## config.mk

```make
export PLATFORM = sky130hd
export DESIGN_NAME = ocd_top
export DESIGN_NICKNAME = d
export VERILOG_FILES = /design/src/include/ocd_pkg.sv /design/src/rtl/ocd_top.sv /design/src/rtl/ocd_delay_group.sv
export SDC_FILE = /design/constraint.sdc
export NUM_CORES = 1
export LEC_CHECK = 0
export BUFFER_PORTS_ARGS = -buffer_cell sky130_fd_sc_hd__buf_2
export CAP_MARGIN = 20
export CELL_PAD_IN_SITES_DETAIL_PLACEMENT = 1
export CELL_PAD_IN_SITES_GLOBAL_PLACEMENT = 2
export CORE_MARGIN = 1
export CORE_UTILIZATION = 30
export CTS_BUF_LIST = sky130_fd_sc_hd__clkbuf_16
export CTS_CLUSTER_SIZE = 30
export DETAILED_ROUTE_END_ITERATION = 8
export GPL_TIMING_DRIVEN = 1
export MAX_ROUTING_LAYER = met4
export PLACE_DENSITY = 0.8
export SYNTH_ARGS = -nofsm -noshare
export SYNTH_HDL_FRONTEND = slang
export SYNTH_SLANG_ARGS = --single-unit
```

## constraint.sdc

```tcl
create_clock -name core_clk -period 4.1 [get_ports core_clk]
set_input_delay 0.615 -clock core_clk [delete_from_list [all_inputs] [get_ports core_clk]]
set_output_delay 0.615 -clock core_clk [all_outputs]
set_load 0.01 [all_outputs]
```

## src/include/ocd_pkg.sv

```systemverilog
// constants for the oscillator output and vco divider configuration block
// assumes registers arrive as whole 32-bit words with a 4-bit address
package ocd_pkg;
  localparam int unsigned ADDR_W = 4;
  localparam logic [3:0] OFS_CFG_A = 4'h6;
  localparam logic [3:0] OFS_CFG_B = 4'h7;
  localparam logic [3:0] OFS_CFG_C = 4'h8;
  localparam logic [3:0] OFS_OSC_CTL = 4'ha;
  localparam logic [31:0] RST_WORD = 32'h0000_0000;
  // delay code fields in each output configuration word
  localparam int unsigned ADLY_LO_LSB = 5;
  localparam int unsigned ADLY_HI_LSB = 11;
  localparam int unsigned ADLY_W = 5;
  localparam int unsigned SEL_LO_BIT = 28;
  localparam int unsigned SEL_HI_BIT = 29;
  localparam logic [4:0] ADLY_MAX = 5'h17;
  localparam logic [9:0] ADLY_FIXED_PS = 10'h1f4;
  localparam logic [9:0] ADLY_STEP_PS = 10'h019;
  // oscillator control word fields
  localparam int unsigned AMP_LSB = 30;
  localparam int unsigned FMT_LSB = 24;
  localparam int unsigned EN2_BIT = 23;
  localparam int unsigned EN1_BIT = 22;
  localparam int unsigned MUX2_BIT = 21;
  localparam int unsigned MUX1_BIT = 20;
  localparam int unsigned PDIN_BIT = 19;
  localparam int unsigned ODIV_LSB = 16;
  localparam int unsigned VMUX_BIT = 12;
  localparam int unsigned FBEN_BIT = 11;
  localparam int unsigned VDIV_LSB = 8;
  localparam logic [10:0] AMP_700 = 11'h2bc;
  localparam logic [10:0] AMP_1200 = 11'h4b0;
  localparam logic [10:0] AMP_1600 = 11'h640;
  localparam logic [10:0] AMP_2000 = 11'h7d0;
  localparam logic [4:0] MODE_DIST = 5'h10;
  typedef enum logic [1:0] {
    OCD_FMT_OFF    = 2'b00,
    OCD_FMT_LVDS   = 2'b01,
    OCD_FMT_LVPECL = 2'b10,
    OCD_FMT_LVCMOS = 2'b11
  } ocd_fmt_t;
  localparam logic [3:0] FMT_LVDS = 4'h1;
  localparam logic [3:0] FMT_PECL_LO = 4'h2;
  localparam logic [3:0] FMT_PECL_HI = 4'h5;
  localparam logic [3:0] FMT_CMOS_HI = 4'he;
endpackage

```

## src/rtl/ocd_top.sv

```systemverilog
// oscillator output, vco divider and analog delay configuration
// assumes a serial-port loader on core_clk presents whole words with wr_en
//
// Behaviour
// - delay is 500 ps plus code times 25, codes above 23 clamped to 23
// - delay only where selected, else powered down
// - delay codes in bits 9:5 and 15:11
// - second output amplitude 700/1200/1600/2000 mVpp
// - first output format decode, four classes
// - first output needs enable and a format other than 0 and 15
// - bit 23 enables second output
// - path bits select bypass or divided input
// - bit 19 powers down input buffer
// - output divider: 0 is 8, 1-2 are 2
// - divide by one only through bypass
// - bit 12 picks vco or vco divider
// - bit 11 powers the feedback mux
// - vco divider: 0 is 8, 1-2 are 2
// - unselected or external vco counts ratio one
// - distribution mode bypasses the loops
// - qualified sync uses feedback mux output
`timescale 1ns/1ps
module ocd_top (
  input  wire logic        core_clk,
  input  wire logic        arst_n,
  input  wire logic        wr_en,
  input  wire logic [3:0]  wr_addr,
  input  wire logic [31:0] wr_data,
  input  wire logic [3:0]  rd_addr,
  output logic [31:0]      rd_data,
  input  wire logic [4:0]  device_mode,
  input  wire logic        ext_vco,
  input  wire logic        qualified_sync,
  output logic [5:0]       group_delay_on,
  output logic [11:0]      output_delay_apply,
  output logic [65:0]      group_delay_ps,
  output logic             first_osc_on,
  output ocd_pkg::ocd_fmt_t first_osc_class,
  output logic [1:0]       first_osc_level,
  output logic             second_osc_on,
  output logic [10:0]      second_osc_mvpp,
  output logic             first_osc_divided,
  output logic             second_osc_divided,
  output logic             first_loop_fb_divided,
  output logic             osc_in_buffer_on,
  output logic [3:0]       osc_div_ratio,
  output logic [3:0]       vco_divider_ratio_ratio,
  output logic             dist_from_vco_divider_ratio,
  output logic             feedback_mux_on,
  output logic             sync_from_fb_mux,
  output logic             loops_bypassed
);
  logic [31:0] cfg_q [3];
  logic [31:0] cfg_d [3];
  logic [31:0] osc_q;
  logic [31:0] osc_d;

  function automatic logic [3:0] div_ratio(input logic [2:0] code);
    // code 0 means 8, codes 1 and 2 both mean 2
    case (code)
      3'h0:    div_ratio = 4'h8;
      3'h1:    div_ratio = 4'h2;
      default: div_ratio = {1'b0, code};
    endcase
  endfunction

  always_comb
  begin
    for (int i = 0; i < 3; i++)
    begin
      cfg_d[i] = cfg_q[i];
    end
    osc_d = osc_q;
    if (wr_en)
    begin
      case (wr_addr)
        ocd_pkg::OFS_CFG_A:   cfg_d[0] = wr_data;
        ocd_pkg::OFS_CFG_B:   cfg_d[1] = wr_data;
        ocd_pkg::OFS_CFG_C:   cfg_d[2] = wr_data;
        ocd_pkg::OFS_OSC_CTL: osc_d = wr_data;
        default:              osc_d = osc_q;
      endcase
    end
  end

  always_ff @(posedge core_clk or negedge arst_n)
  begin
    if (!arst_n)
    begin
      for (int i = 0; i < 3; i++)
      begin
        cfg_q[i] <= ocd_pkg::RST_WORD;
      end
      osc_q <= ocd_pkg::RST_WORD;
    end
    else
    begin
      cfg_q <= cfg_d;
      osc_q <= osc_d;
    end
  end

  always_comb
  begin
    case (rd_addr)
      ocd_pkg::OFS_CFG_A:   rd_data = cfg_q[0];
      ocd_pkg::OFS_CFG_B:   rd_data = cfg_q[1];
      ocd_pkg::OFS_CFG_C:   rd_data = cfg_q[2];
      ocd_pkg::OFS_OSC_CTL: rd_data = osc_q;
      default:              rd_data = 32'h0000_0000;
    endcase
  end

  // two groups per word, lower group first
  for (genvar g = 0; g < 6; g++)
  begin : g_grp
    localparam int unsigned LSB = (g % 2 == 0) ? ocd_pkg::ADLY_LO_LSB
                                               : ocd_pkg::ADLY_HI_LSB;
    ocd_delay_group u_grp (
      .delay_code (cfg_q[g/2][LSB +: ocd_pkg::ADLY_W]),
      .sel_lo     (cfg_q[g/2][ocd_pkg::SEL_LO_BIT]),
      .sel_hi     (cfg_q[g/2][ocd_pkg::SEL_HI_BIT]),
      .block_on   (group_delay_on[g]),
      .apply_lo   (output_delay_apply[2*g]),
      .apply_hi   (output_delay_apply[2*g+1]),
      .delay_ps   (group_delay_ps[11*g +: 11])
    );
  end

  logic [3:0] fmt;
  logic       dist_mode;
  always_comb
  begin
    fmt = osc_q[ocd_pkg::FMT_LSB +: 4];
    dist_mode = (device_mode == ocd_pkg::MODE_DIST);
    first_osc_level = 2'b00;
    if (fmt == ocd_pkg::FMT_LVDS)
      first_osc_class = ocd_pkg::OCD_FMT_LVDS;
    else if (fmt >= ocd_pkg::FMT_PECL_LO && fmt <= ocd_pkg::FMT_PECL_HI)
    begin
      first_osc_class = ocd_pkg::OCD_FMT_LVPECL;
      first_osc_level = 2'(fmt - ocd_pkg::FMT_PECL_LO);
    end
    else if (fmt > ocd_pkg::FMT_PECL_HI && fmt <= ocd_pkg::FMT_CMOS_HI)
      first_osc_class = ocd_pkg::OCD_FMT_LVCMOS;
    else
      first_osc_class = ocd_pkg::OCD_FMT_OFF;
    first_osc_on = osc_q[ocd_pkg::EN1_BIT]
                   && first_osc_class != ocd_pkg::OCD_FMT_OFF;
    second_osc_on = osc_q[ocd_pkg::EN2_BIT];
    case (osc_q[ocd_pkg::AMP_LSB +: 2])
      2'h0:    second_osc_mvpp = ocd_pkg::AMP_700;
      2'h1:    second_osc_mvpp = ocd_pkg::AMP_1200;
      2'h2:    second_osc_mvpp = ocd_pkg::AMP_1600;
      default: second_osc_mvpp = ocd_pkg::AMP_2000;
    endcase
    // ratio one exists only as the bypass path
    first_osc_divided = osc_q[ocd_pkg::MUX1_BIT];
    second_osc_divided = osc_q[ocd_pkg::MUX2_BIT];
    // host must fold this ratio into the loop divide value
    first_loop_fb_divided = first_osc_divided;
    osc_in_buffer_on = !osc_q[ocd_pkg::PDIN_BIT];
    osc_div_ratio = div_ratio(osc_q[ocd_pkg::ODIV_LSB +: 3]);
    // external vco or direct path counts as ratio one
    dist_from_vco_divider_ratio = osc_q[ocd_pkg::VMUX_BIT] && !ext_vco;
    vco_divider_ratio_ratio = dist_from_vco_divider_ratio
                    ? div_ratio(osc_q[ocd_pkg::VDIV_LSB +: 3])
                    : 4'h1;
    feedback_mux_on = osc_q[ocd_pkg::FBEN_BIT];
    sync_from_fb_mux = qualified_sync && feedback_mux_on;
    loops_bypassed = dist_mode;
  end

  a_osc_enable: assert property (
    @(posedge core_clk) disable iff (!arst_n)
    first_osc_on == (osc_q[ocd_pkg::EN1_BIT] && fmt != 4'h0 && fmt != 4'hf))
    else $error("first output power wrong");
  a_fmt_off: assert property (
    @(posedge core_clk) disable iff (!arst_n)
    fmt == 4'h0 |-> first_osc_class == ocd_pkg::OCD_FMT_OFF && !first_osc_on)
    else $error("powerdown format not off");
  a_fmt_lvds: assert property (
    @(posedge core_clk) disable iff (!arst_n)
    fmt == ocd_pkg::FMT_LVDS |-> first_osc_class == ocd_pkg::OCD_FMT_LVDS)
    else $error("lvds format wrong");
  a_pecl_top: assert property (
    @(posedge core_clk) disable iff (!arst_n)
    fmt == ocd_pkg::FMT_PECL_HI |-> first_osc_class == ocd_pkg::OCD_FMT_LVPECL
    && first_osc_level == 2'h3)
    else $error("top pecl level wrong");
  a_fmt_cmos: assert property (
    @(posedge core_clk) disable iff (!arst_n)
    fmt > ocd_pkg::FMT_PECL_HI && fmt <= ocd_pkg::FMT_CMOS_HI
    |-> first_osc_class == ocd_pkg::OCD_FMT_LVCMOS)
    else $error("cmos format wrong");

  a_amp_max: assert property (
    @(posedge core_clk) disable iff (!arst_n)
    osc_q[ocd_pkg::AMP_LSB +: 2] == 2'h3
    |-> second_osc_mvpp == ocd_pkg::AMP_2000)
    else $error("amplitude wrong");
  a_amp_min: assert property (
    @(posedge core_clk) disable iff (!arst_n)
    osc_q[ocd_pkg::AMP_LSB +: 2] == 2'h0
    |-> second_osc_mvpp == ocd_pkg::AMP_700)
    else $error("lowest amplitude wrong");
  a_second_en: assert property (
    @(posedge core_clk) disable iff (!arst_n)
    second_osc_on == osc_q[ocd_pkg::EN2_BIT])
    else $error("second output enable wrong");
  a_first_path: assert property (
    @(posedge core_clk) disable iff (!arst_n)
    first_osc_divided == osc_q[ocd_pkg::MUX1_BIT])
    else $error("first output path wrong");
  a_second_path: assert property (
    @(posedge core_clk) disable iff (!arst_n)
    second_osc_divided == osc_q[ocd_pkg::MUX2_BIT])
    else $error("second output path wrong");
  a_fb_folded: assert property (
    @(posedge core_clk) disable iff (!arst_n)
    first_loop_fb_divided == osc_q[ocd_pkg::MUX1_BIT])
    else $error("loop feedback flag wrong");

  a_buf_pd: assert property (
    @(posedge core_clk) disable iff (!arst_n)
    $rose(osc_q[ocd_pkg::PDIN_BIT]) |-> !osc_in_buffer_on)
    else $error("input buffer not down");
  a_buf_normal: assert property (
    @(posedge core_clk) disable iff (!arst_n)
    !osc_q[ocd_pkg::PDIN_BIT] |-> osc_in_buffer_on)
    else $error("input buffer not up");
  a_div_eight: assert property (
    @(posedge core_clk) disable iff (!arst_n)
    osc_q[ocd_pkg::ODIV_LSB +: 3] == 3'h0 |-> osc_div_ratio == 4'h8)
    else $error("divider code zero not eight");
  a_div_two: assert property (
    @(posedge core_clk) disable iff (!arst_n)
    osc_q[ocd_pkg::ODIV_LSB +: 3] inside {3'h1, 3'h2}
    |-> osc_div_ratio == 4'h2)
    else $error("divider codes one and two not two");
  a_div_never_one: assert property (
    @(posedge core_clk) disable iff (!arst_n)
    osc_div_ratio != 4'h1)
    else $error("divider field gave ratio one");

  a_vco_source: assert property (
    @(posedge core_clk) disable iff (!arst_n)
    osc_q[ocd_pkg::VMUX_BIT] && !ext_vco |-> dist_from_vco_divider_ratio)
    else $error("vco divider path not taken");
  a_fb_mux_pwr: assert property (
    @(posedge core_clk) disable iff (!arst_n)
    feedback_mux_on == osc_q[ocd_pkg::FBEN_BIT])
    else $error("feedback mux power wrong");
  a_vco_code: assert property (
    @(posedge core_clk) disable iff (!arst_n)
    dist_from_vco_divider_ratio && osc_q[ocd_pkg::VDIV_LSB +: 3] == 3'h0
    |-> vco_divider_ratio_ratio == 4'h8)
    else $error("vco divider code zero not eight");
  a_vco_ratio: assert property (
    @(posedge core_clk) disable iff (!arst_n)
    !osc_q[ocd_pkg::VMUX_BIT] |-> vco_divider_ratio_ratio == 4'h1)
    else $error("direct vco ratio not one");
  a_vco_ext: assert property (
    @(posedge core_clk) disable iff (!arst_n)
    ext_vco |-> vco_divider_ratio_ratio == 4'h1 && !dist_from_vco_divider_ratio)
    else $error("external vco ratio not one");
  a_dist_bypass: assert property (
    @(posedge core_clk) disable iff (!arst_n)
    loops_bypassed == (device_mode == ocd_pkg::MODE_DIST))
    else $error("distribution bypass wrong");
  a_qual_sync: assert property (
    @(posedge core_clk) disable iff (!arst_n)
    qualified_sync && feedback_mux_on |-> sync_from_fb_mux)
    else $error("qualified sync not routed");

  a_write_lands: assert property (
    @(posedge core_clk) disable iff (!arst_n)
    wr_en && wr_addr == ocd_pkg::OFS_OSC_CTL |=> osc_q == $past(wr_data))
    else $error("control word not latched");
  a_cfg_lands: assert property (
    @(posedge core_clk) disable iff (!arst_n)
    wr_en && wr_addr == ocd_pkg::OFS_CFG_C |=> cfg_q[2] == $past(wr_data))
    else $error("configuration word not latched");
  a_delay_off: assert property (
    @(posedge core_clk) disable iff (!arst_n)
    !cfg_q[0][ocd_pkg::SEL_LO_BIT] && !cfg_q[0][ocd_pkg::SEL_HI_BIT]
    |-> !group_delay_on[0] && group_delay_ps[10:0] == 11'h000)
    else $error("unused delay block on");
  a_delay_apply: assert property (
    @(posedge core_clk) disable iff (!arst_n)
    output_delay_apply[9:8] ==
    {cfg_q[2][ocd_pkg::SEL_HI_BIT], cfg_q[2][ocd_pkg::SEL_LO_BIT]})
    else $error("delay applied to wrong output");
  a_delay_val: assert property (
    @(posedge core_clk) disable iff (!arst_n)
    cfg_q[2][ocd_pkg::SEL_HI_BIT]
    && cfg_q[2][ocd_pkg::ADLY_LO_LSB +: 5] == 5'h03
    |-> group_delay_ps[54:44] == 11'h23f)
    else $error("delay step wrong");
  a_delay_clamp: assert property (
    @(posedge core_clk) disable iff (!arst_n)
    cfg_q[1][ocd_pkg::SEL_LO_BIT]
    && cfg_q[1][ocd_pkg::ADLY_HI_LSB +: 5] > ocd_pkg::ADLY_MAX
    |-> group_delay_ps[43:33] == 11'h433)
    else $error("delay clamp wrong");
endmodule

```

## src/rtl/ocd_delay_group.sv

```systemverilog
// one clock group analog delay decode
// assumes code and selects are registered configuration fields
`timescale 1ns/1ps
module ocd_delay_group (
  input  wire logic [4:0] delay_code,
  input  wire logic       sel_lo,
  input  wire logic       sel_hi,
  output logic            block_on,
  output logic            apply_lo,
  output logic            apply_hi,
  output logic [10:0]     delay_ps
);
  logic [4:0] code_c;
  always_comb
  begin
    // codes above the table clamp to the largest step
    code_c = (delay_code > ocd_pkg::ADLY_MAX) ? ocd_pkg::ADLY_MAX : delay_code;
    block_on = sel_lo | sel_hi;
    apply_lo = sel_lo;
    apply_hi = sel_hi;
    // 11 bits: the top code reaches 1075 ps, past a 10-bit range
    delay_ps = block_on ? 11'(11'(ocd_pkg::ADLY_FIXED_PS)
               + 11'(code_c * ocd_pkg::ADLY_STEP_PS)) : 11'h000;
  end
endmodule

```

Word-level counts from Yosys, hierarchy flattened
Cells that the tools add are included.
W data, S select, Z words.

storage, ports and cells
  input bits = 50
  output and inout port bits = 149
  flip-flop bits (word level) = 128
  logic and storage cells = 81

cells by class
  $add $sub $neg = 7
  eq/ne operators = 14
  bitwise gates (word level) = 3
  $mul = 6
  mux-type cells = 22
  reduce and logical (&&, ||, !) cells = 15
  magnitude comparators = 10

operators with widths
  cell                     count
  $pmux W32 S4             1
  $add A9 B10 Y11 const A  6
  $mux W11                 6
  $mul A5 B5 Y10 const B   6
  $pmux W11 S3             1
  $gt A5 B5 Y1 const B     6
  $mux W5                  6
  $eq A4 B3 Y1 const B     4
  $eq A4 B4 Y1 const B     4
  $pmux W4 S2              2
  $mux W2                  5
  $reduce_and A2 Y1        4
  $eq A3 B1 Y1 const B     2
  $logic_not A3 Y1         2
  $eq A5 B5 Y1 const B     1
  $logic_and A1 B1 Y1      5
  $eq A4 B1 Y1 const B     1
  $ge A4 B2 Y1 const B     1
  $gt A4 B3 Y1 const B     1
  $le A4 B3 Y1 const B     1
  $le A4 B4 Y1 const B     1
  $mux W4                  1
  $or A1 B1 Y1             3
  $eq A2 B1 Y1 const B     1
  5 further kinds          6

Depth between registers and ports, before layout
Gate-level depths: netlist (run 1).

  word-level depth = 7
  mapped depth = 13
  mapped depth without buffers = 12

Cells and area by module
Synthesis (run 1) repeated with hierarchy kept, for this count alone.

second synthesis, totals
  cells, all modules = 930
  area, all modules = 9,575.4 um^2

by module, submodules not included
  module           cells each  area each (um^2)  instances
  ocd_top          438         5,851.9           1
  ocd_delay_group  82          620.6             6

Least setup slack after synthesis (run 1)
No wires, ideal clock.

  kind = register to output
  start point = register cfg_q[15] (netlist bit)
  end point = output port group_delay_ps[65]
  path buffers = 1
  stages on the path, launching flop included = 14
  arrival = 2,746 ps
  path slack = 739 ps
  path through = dfrtp_1 > clkbuf_1 > a21oi_1 > ha_1 > inv_1 > ha_1 > ha_1 > ha_1 > inv_1 > fa_1 > nor2b_1 > o21a_1 > o211ai_1 > mux2i_1

between the ends
  word-level cells in the longest chain between the ends = 5

ends and longest elaborated chain
  what                              RTL line               source
  start: declaration                ocd_top.sv:53          logic [31:0] cfg_q [3];
  start signal: indexed assignment  ocd_top.sv:92          cfg_q[i] <= ocd_pkg::RST_WORD;
  start signal: assignment          ocd_top.sv:98          cfg_q <= cfg_d;
  $gt A5 B5 Y1                      ocd_delay_group.sv:17  code_c = (delay_code > ocd_pkg::ADLY_MAX) ? ocd_pkg::ADLY_MAX : delay_code;
  $mux W5 (*)                       ocd_delay_group.sv:17
  $mul A5 B5 Y10 (*)                ocd_delay_group.sv:23  + 11'(code_c * ocd_pkg::ADLY_STEP_PS)) : 11'h000;
  $add A9 B10 Y11 (*)               ocd_delay_group.sv:23
  $mux W11 (*)                      ocd_delay_group.sv:22  delay_ps = block_on ? 11'(11'(ocd_pkg::ADLY_FIXED_PS)
  end: declaration                  ocd_top.sv:36          output logic [65:0] group_delay_ps,

Mark *: on every way between the ends. The rest lies on a longest branch, timed or not.

Final worst setup path (run 1)
  start point = register cfg_q[46] (netlist bit)
  end point = output port group_delay_ps[43]

The elaborated chain is that of the path after synthesis.

==> impl_metrics.py, run 1 <==
metrics = {
    "power": {
        "sw_frac_of_total": 0.423,
        "power.sequential.fraction": 0.239,
        "power_frac_clock": 0.193,
        "power.internal_mw": 4.54,
        "power.leakage_nw": 5.90,
        "cellPowerDensity_nw_per_um2": 680,
        "vdd_ir_drop_max_mv": 0.302,
        "net-switching-power_mw": 3.33,
        "power_frac_comb": 0.567,
    },
    "detailed_routing": {
        "vias": 7592,
        "routedWlPerCell_um": 18.4,
        "detail_route.vias_per_cell": 4.97,
        "drt-total-wl_um": 28100,
        "drtIter0Drc": 248,
        "final_antenna_net_count": 0,
        "drcViolationCount": 0,
        "dr.pass1.iters": 5,
    },
    "die": {
        "floorplan.io_pins": 199,
        "floorplan.die.height_um": 180,
        "fp.dieArea_sq_um": 32400,
        "core_area_sq_um": 30900,
        "initial_core_util": 0.308,
        "die-width_um": 180,
        "rows": 64,
    },
    "grt": {
        "track_usage": 0.181,
        "antenna_found_initial": 4,
        "vias_in_the_first_global_route": 7993,
        "wire_length_of_the_first_global_routing_pass_um": 44700,
        "grt_start_max_net_pins": 100,
        "gr-total-overflow": 0,
    },
    "setup_path": {
        "worstPathCellList": "a21oi_4 -> ha_1 -> inv_1 -> ha_1 -> ha_1 -> ha_1 -> inv_1 -> fa_2 -> nor2b_2 -> o21a_1 -> o211ai_1 -> mux2i_1 -> buf_2",
        "critPathMostFrequentCell": "sky130_fd_sc_hd__ha_1",
        "critical_path.top_delay_family": "adder cells",
        "cp_data_arrival_time_ps": 3340,
        "crit_slowest_cell": "sky130_fd_sc_hd__dfrtp_2",
        "kind_of_critical_path": "flop to output port",
        "setup.worst_path.end_class": "output port",
        "crit_path_start_kind": "flop",
        "number_of_buffer_and_inverter_instances_along_the_worst_setup_path": 3,
        "required_ps": 3480,
        "critical_path.max_stage_delay_ps": 470,
        "crit_path_max_fanout": 7,
    },
    "timing": {
        "worstMarginPinSlew_ps": 950,
        "grt_setup_unrepaired": "true",
        "setup_violations": 0,
        "max_clock_freq_ghz": 0.253,
        "final_min_period_over_clock_period": 0.964,
        "maxSlewHeadroom": 0.367,
        "timing.final.crit_period_ps": 3950,
        "final_hold_viol_count": 0,
        "fin_skew_ps": 0,
        "finalHoldWorstSlack_ps": 304,
        "report.final.slew_viol_count": 0,
        "worst_setup_margin_ps": 149,
    },
    "yosys": {
        "yosysSeqAreaShare": 0.337,
        "postSynthCellCount": 937,
        "ys_seq_elements": 128,
        "yosys.cell_types.count": 45,
        "yosysTopAreaCell": "sky130_fd_sc_hd__dfrtp_1",
        "yosys_most_used_dff": "sky130_fd_sc_hd__dfrtp_1",
        "syn_avg_cell_area_sq_um": 10.2,
        "ys_async_sr_fraction": 1.00,
        "post_synth_main_area_contributors": "sky130_fd_sc_hd__dfrtp_1, sky130_fd_sc_hd__ha_1, sky130_fd_sc_hd__mux2_2",
        "post_synthesis_cell_area_sq_um": 9510,
        "synth-warning-count": 0,
        "post_synth_edffs": 0,
        "share_of_yosys_cell_area_claimed_by_the_top_area_cell_type": 0.337,
    },
    "clock_network": {
        "cts.htree.levels": 4,
        "worst_skew_pair.late_latency_ps": 420,
        "cts-buffers-inserted": 17,
        "clock_path_buffers": 2,
        "clock_tree.root_cell": "sky130_fd_sc_hd__clkbuf_16",
        "cts_num_sinks": 128,
        "cts_tree": "built",
        "cts.clk_slew.worst_paths_ps": 70,
    },
    "finish": {
        "finish.utilization": 0.374,
        "drive_gt1_frac": 0.377,
        "design_area_sq_um": 11600,
        "fin_nets": 1289,
        "layout-area-overhead-vs-synth_pct": 21.6,
    },
    "placement": {
        "place_hpwl_um": 20700,
        "preCtsSetupSlack_ps": 427,
        "area_post_placement_sq_um": 10700,
        "finalWeightedCongestion": 0.766,
        "place.port_buffers": 196,
    },
    "outcome": {
        "outcome": "completed",
    },
    "flow_run": {
        "maxCapViolations": 0,
    },
    "min_path": {
        "hold_path.class": "input pin to asynchronous set/reset pin",
    },
}
==> cell families (layout without fill, tap and decap cells) <==
group,after synthesis,in the layout,synth area share
buf+inv,153,343,0.0785
compound gates,177,177,0.117
xor+xnor,11,11,0.0101
mux,148,148,0.183
other cells,1,6,0.000394
fa+ha+maj,124,124,0.171
flops,128,128,0.337
simple gates,195,195,0.102
==> cells in the mapped netlist, types with 3 or more instances <==
master and count:
sky130_fd_sc_hd__a22oi_1 16, sky130_fd_sc_hd__mux2i_1 28, sky130_fd_sc_hd__nor3_1 16, sky130_fd_sc_hd__nor2b_1 10, sky130_fd_sc_hd__and2_1 22, sky130_fd_sc_hd__dfrtp_1 128, sky130_fd_sc_hd__fa_1 10, sky130_fd_sc_hd__nand2_1 39
sky130_fd_sc_hd__nor3b_1 10, sky130_fd_sc_hd__nand2b_1 5, sky130_fd_sc_hd__clkbuf_1 26, sky130_fd_sc_hd__o22ai_1 9, sky130_fd_sc_hd__or2_2 6, sky130_fd_sc_hd__mux2_2 90, sky130_fd_sc_hd__a221o_1 8, sky130_fd_sc_hd__mux2_4 30
sky130_fd_sc_hd__nand3_1 8, sky130_fd_sc_hd__xnor2_1 7, sky130_fd_sc_hd__buf_2 12, sky130_fd_sc_hd__buf_12 3, sky130_fd_sc_hd__o21a_1 10, sky130_fd_sc_hd__o211ai_1 8, sky130_fd_sc_hd__a21oi_1 59, sky130_fd_sc_hd__xor2_1 4
sky130_fd_sc_hd__a211oi_1 8, sky130_fd_sc_hd__o21ai_0 30, sky130_fd_sc_hd__buf_4 27, sky130_fd_sc_hd__a21o_1 27, sky130_fd_sc_hd__ha_1 114, sky130_fd_sc_hd__nor2_1 63, sky130_fd_sc_hd__inv_1 84
==> through the flow <==
step | std cells | TNS (ps) | power, mW
CTS | 1507 | 0 | 7.84
global placement | 1475 | 0 | 6.14
detailed placement | 1475 | 0 | 6.25
global route | 1528 | -33.5 | 8.63
floorplan | 938 | 0 | 4.86
finish | 1528 | 0 | 7.87
==> routing by layer <==
| layer | share of wire | GRT usage |
|---|---|---|
| met1 | 0.43 | 0.213 |
| met2 | 0.49 | 0.306 |
| met3 | 0.049 | 0.0422 |
| met4 | 0.023 | 0.0564 |
| met5 | 0 | - |
==> registers in the layout, summed over array words and instances (netlist names) <==
| name | flops |
|---|---|
| cfg_q | 96 |
| osc_q | 32 |
==> layout make-up <==
| cell class | instances | area [sq um] |
|---|---|---|
| diodes | 4 | 10.0 |
| clock buffers | 17 | 425 |
| clock inverters | 15 | 163 |
| fillers | 3572 | 19300 |
| inverters | 84 | 315 |
| multi-input cells | 657 | 5720 |
| flip-flops and latches | 128 | 3220 |
| well taps | 396 | 495 |
| repair buffers | 227 | 1220 |
==> what timing repair did <==
action,CTS,global route
gates resized for setup,8,32
pin swaps,0,8
endpoints found under the hold margin,0,0
setup buffers,0,17
setup endpoints to repair,4,15
hold buffers,0,0
==> worst register-to-register path: stages (launching register included) <==
cell,delay (ps)
sky130_fd_sc_hd__dfrtp_2,480
sky130_fd_sc_hd__buf_4,160
sky130_fd_sc_hd__inv_1,160
sky130_fd_sc_hd__o21ai_0,130
==> placed cells by master, fill, tap and decap left out, types with 27 or more instances in the layout <==
cell                      count
sky130_fd_sc_hd__nor2_1      63
sky130_fd_sc_hd__buf_4       31
sky130_fd_sc_hd__buf_2      195
sky130_fd_sc_hd__mux2_4      30
sky130_fd_sc_hd__mux2_2      90
sky130_fd_sc_hd__dfrtp_1    116
sky130_fd_sc_hd__ha_1       114
sky130_fd_sc_hd__a21oi_1     45
sky130_fd_sc_hd__nand2_1     39
sky130_fd_sc_hd__inv_1       85
sky130_fd_sc_hd__mux2i_1     28
sky130_fd_sc_hd__a21o_1      27
sky130_fd_sc_hd__o21ai_0     30
==> path summary, 6_finish.rpt <==
path	startpoint	end	slack, ps	depth (start not counted)
setup / recovery	cfg_q[46]	group_delay_ps[43]	150	13
hold / removal	arst_n	cfg_q[90]	300	1
setup reg to reg	cfg_q[47]	cfg_q[47]	3030	3
hold reg to reg	cfg_q[94]	cfg_q[94]	510	1
max in group asynchronous	arst_n	cfg_q[15]	2960	2
min in group core_clk	wr_data[25]	osc_q[25]	450	3
==> power groups by stage <==
| stage | logic, mW | registers, mW | clock network [mW] |
|---|---|---|---|
| after floorplan | 3.10 | 1.76 | 0 |
| after global placement | 4.29 | 1.85 | 0 |
| after detailed placement | 4.37 | 1.87 | 0 |
| after CTS | 4.41 | 1.86 | 1.56 |
| after global routing | 5.09 | 1.94 | 1.61 |
| final | 4.47 | 1.88 | 1.52 |
Power figures use the tool's default switching activity.
==> run 2, diff against run 1 <==
--- a/config.mk
+++ b/config.mk
@@ -9,6 +9,7 @@
 export CAP_MARGIN = 20
 export CELL_PAD_IN_SITES_DETAIL_PLACEMENT = 1
 export CELL_PAD_IN_SITES_GLOBAL_PLACEMENT = 2
+export CORE_ASPECT_RATIO = 0.7
 export CORE_MARGIN = 1
 export CORE_UTILIZATION = 30
 export CTS_BUF_LIST = sky130_fd_sc_hd__clkbuf_16
==> run 2 against run 1 <==
- total power increased by 0.11%
- critical endpoint unchanged
- critical path type unchanged
- clock skew unchanged
- critical path depth unchanged
- final area increased by 0.46%
- clock-buffer cell count unchanged
==> impl_metrics.py, run 2 (same netlist as run 1, synthesis figures left out) <==
metrics = {
    "setup_path": {
        "kind_of_critical_path": "flop to output port",
        "critical_path.top_delay_family": "adder cells",
        "worstPathCellList": "a21o_1 -> inv_1 -> ha_1 -> inv_1 -> ha_1 -> ha_1 -> inv_1 -> fa_1 -> nor2b_1 -> o21a_1 -> o211ai_1 -> mux2i_1 -> buf_2",
        "critical_path.max_stage_delay_ps": 460,
        "crit_slowest_cell": "sky130_fd_sc_hd__fa_1",
        "number_of_buffer_and_inverter_instances_along_the_worst_setup_path": 4,
        "cp_data_arrival_time_ps": 3320,
        "setup.worst_path.end_class": "output port",
        "crit_path_max_fanout": 7,
        "required_ps": 3480,
        "crit_path_start_kind": "flop",
    },
    "detailed_routing": {
        "drtIter0Drc": 262,
        "drcViolationCount": 0,
        "drt-total-wl_um": 28300,
        "dr.pass1.iters": 4,
        "routedWlPerCell_um": 18.2,
        "final_antenna_net_count": 0,
        "vias": 7599,
        "detail_route.vias_per_cell": 4.88,
    },
    "grt": {
        "vias_in_the_first_global_route": 7689,
        "antenna_found_initial": 3,
        "track_usage": 0.181,
        "gr-total-overflow": 0,
        "wire_length_of_the_first_global_routing_pass_um": 44200,
        "grt_start_max_net_pins": 96,
    },
    "power": {
        "cellPowerDensity_nw_per_um2": 678,
        "power.leakage_nw": 5.93,
        "vdd_ir_drop_max_mv": 0.274,
        "design_power_total_mw": 7.88,
    },
    "die": {
        "floorplan.die.height_um": 151,
        "rows": 54,
        "initial_core_util": 0.305,
        "die-width_um": 215,
        "core_area_sq_um": 31100,
        "floorplan.io_pins": 199,
        "fp.dieArea_sq_um": 32400,
    },
    "placement": {
        "place_hpwl_um": 21200,
        "place.port_buffers": 196,
        "finalWeightedCongestion": 0.757,
        "dpl.cell_count": 1503,
        "preCtsSetupSlack_ps": 346,
    },
    "finish": {
        "layout-area-overhead-vs-synth_pct": 22.2,
        "storage_cell_area_sq_um": 3220,
        "multi_input_comb_area_sq_um": 5720,
        "mostFrequentLayoutCells": "sky130_fd_sc_hd__buf_2, sky130_fd_sc_hd__dfrtp_1, sky130_fd_sc_hd__ha_1",
        "largest_registers": "cfg_q: 96 flops, osc_q: 32 flops",
        "layout.cells.most_common": "sky130_fd_sc_hd__buf_2",
        "final_non_filler_cell_total": 1556,
        "largest_register_ffs": 96,
        "fillerInstances": 3503,
        "finish.utilization": 0.373,
        "fin_nets": 1294,
        "drive_gt1_frac": 0.373,
        "top_register": "cfg_q",
    },
    "clock_network": {
        "clock_tree.root_cell": "sky130_fd_sc_hd__clkbuf_16",
        "worst_skew_pair.late_latency_ps": 420,
        "clock_path_buffers": 2,
        "cts_tree": "built",
        "cts.htree.levels": 4,
        "cts.clk_slew.worst_paths_ps": 60,
        "cts-buffers-inserted": 17,
        "cts_num_sinks": 128,
    },
    "timing": {
        "max_clock_freq_ghz": 0.254,
        "setup_violations": 0,
        "worstMarginPinSlew_ps": 977,
        "timing.final.crit_period_ps": 3940,
        "maxSlewHeadroom": 0.346,
        "finalHoldWorstSlack_ps": 304,
        "final_hold_viol_count": 0,
        "final_min_period_over_clock_period": 0.960,
        "fin_skew_ps": 0,
        "report.final.slew_viol_count": 0,
        "grt_setup_unrepaired": "true",
        "worst_setup_margin_ps": 164,
    },
    "flow_run": {
        "maxCapViolations": 0,
    },
    "min_path": {
        "hold_path.class": "input pin to asynchronous set/reset pin",
    },
    "outcome": {
        "outcome": "completed",
    },
}
## run 2: cell count changes in the layout (fill, tap and decap cells not counted), sizes merged
| cell | delta |
|---|---|
| buf | +5 |
| inv | -3 |
| clkinv | +2 |
| bufinv | +1 |
| diode | -1 |
## run 2: layout make-up
cell class              count  area share
flip-flops and latches    128       0.277
repair buffers            232       0.108
well taps                 420      0.0452
clock buffers              17      0.0366
clock inverters            15      0.0131
multi-input cells         657       0.492
diodes                      3    0.000646
inverters                  84      0.0271
## run 2: where the power goes
part	internal, mW	leakage, nW	total (mW)	switching (mW)
sequential	1.56	1.55	1.89	0.323
clock	0.939	0.287	1.50	0.564
combinational	2.07	4.09	4.49	2.41
## run 2: final timing paths
kind,startpoint,end,slack (ps),depth (start not counted)
max,cfg_q[46],group_delay_ps[43],160,13
min,arst_n,osc_q[22],300,1
max reg2reg,cfg_q[47],cfg_q[47],3070,3
min reg2reg,cfg_q[84],cfg_q[84],510,1
max in group asynchronous,arst_n,cfg_q[72],2920,2
min in group core_clk,wr_data[10],osc_q[10],450,3
## run 2: layer usage
| layer | GRT usage | routed length [um] | vias to the layer above |
|---|---|---|---|
| li1 | - | - | 3618 |
| met1 | 0.248 | 14200 | 3818 |
| met2 | 0.283 | 12800 | 145 |
| met3 | 0.0313 | 1160 | 18 |
| met4 | 0.0346 | 221 | 0 |
| met5 | - | 0 | - |
## run 2: per-stage QoR
stage	setup TNS, ps	instance area (sq um)
floorplan	0	9520
global placement	0	10800
detailed placement	0	10800
CTS	0	11400
global route	-47.7	11600
finish	0	11600
## run 2: timing repair
action | in CTS | in global routing
endpoints found under the setup margin | 5 | 18
hold endpoints to repair | 0 | 0
setup buffers | 0 | 18
pin swaps | 0 | 4
gates resized for setup | 9 | 30
hold buffers | 0 | 0
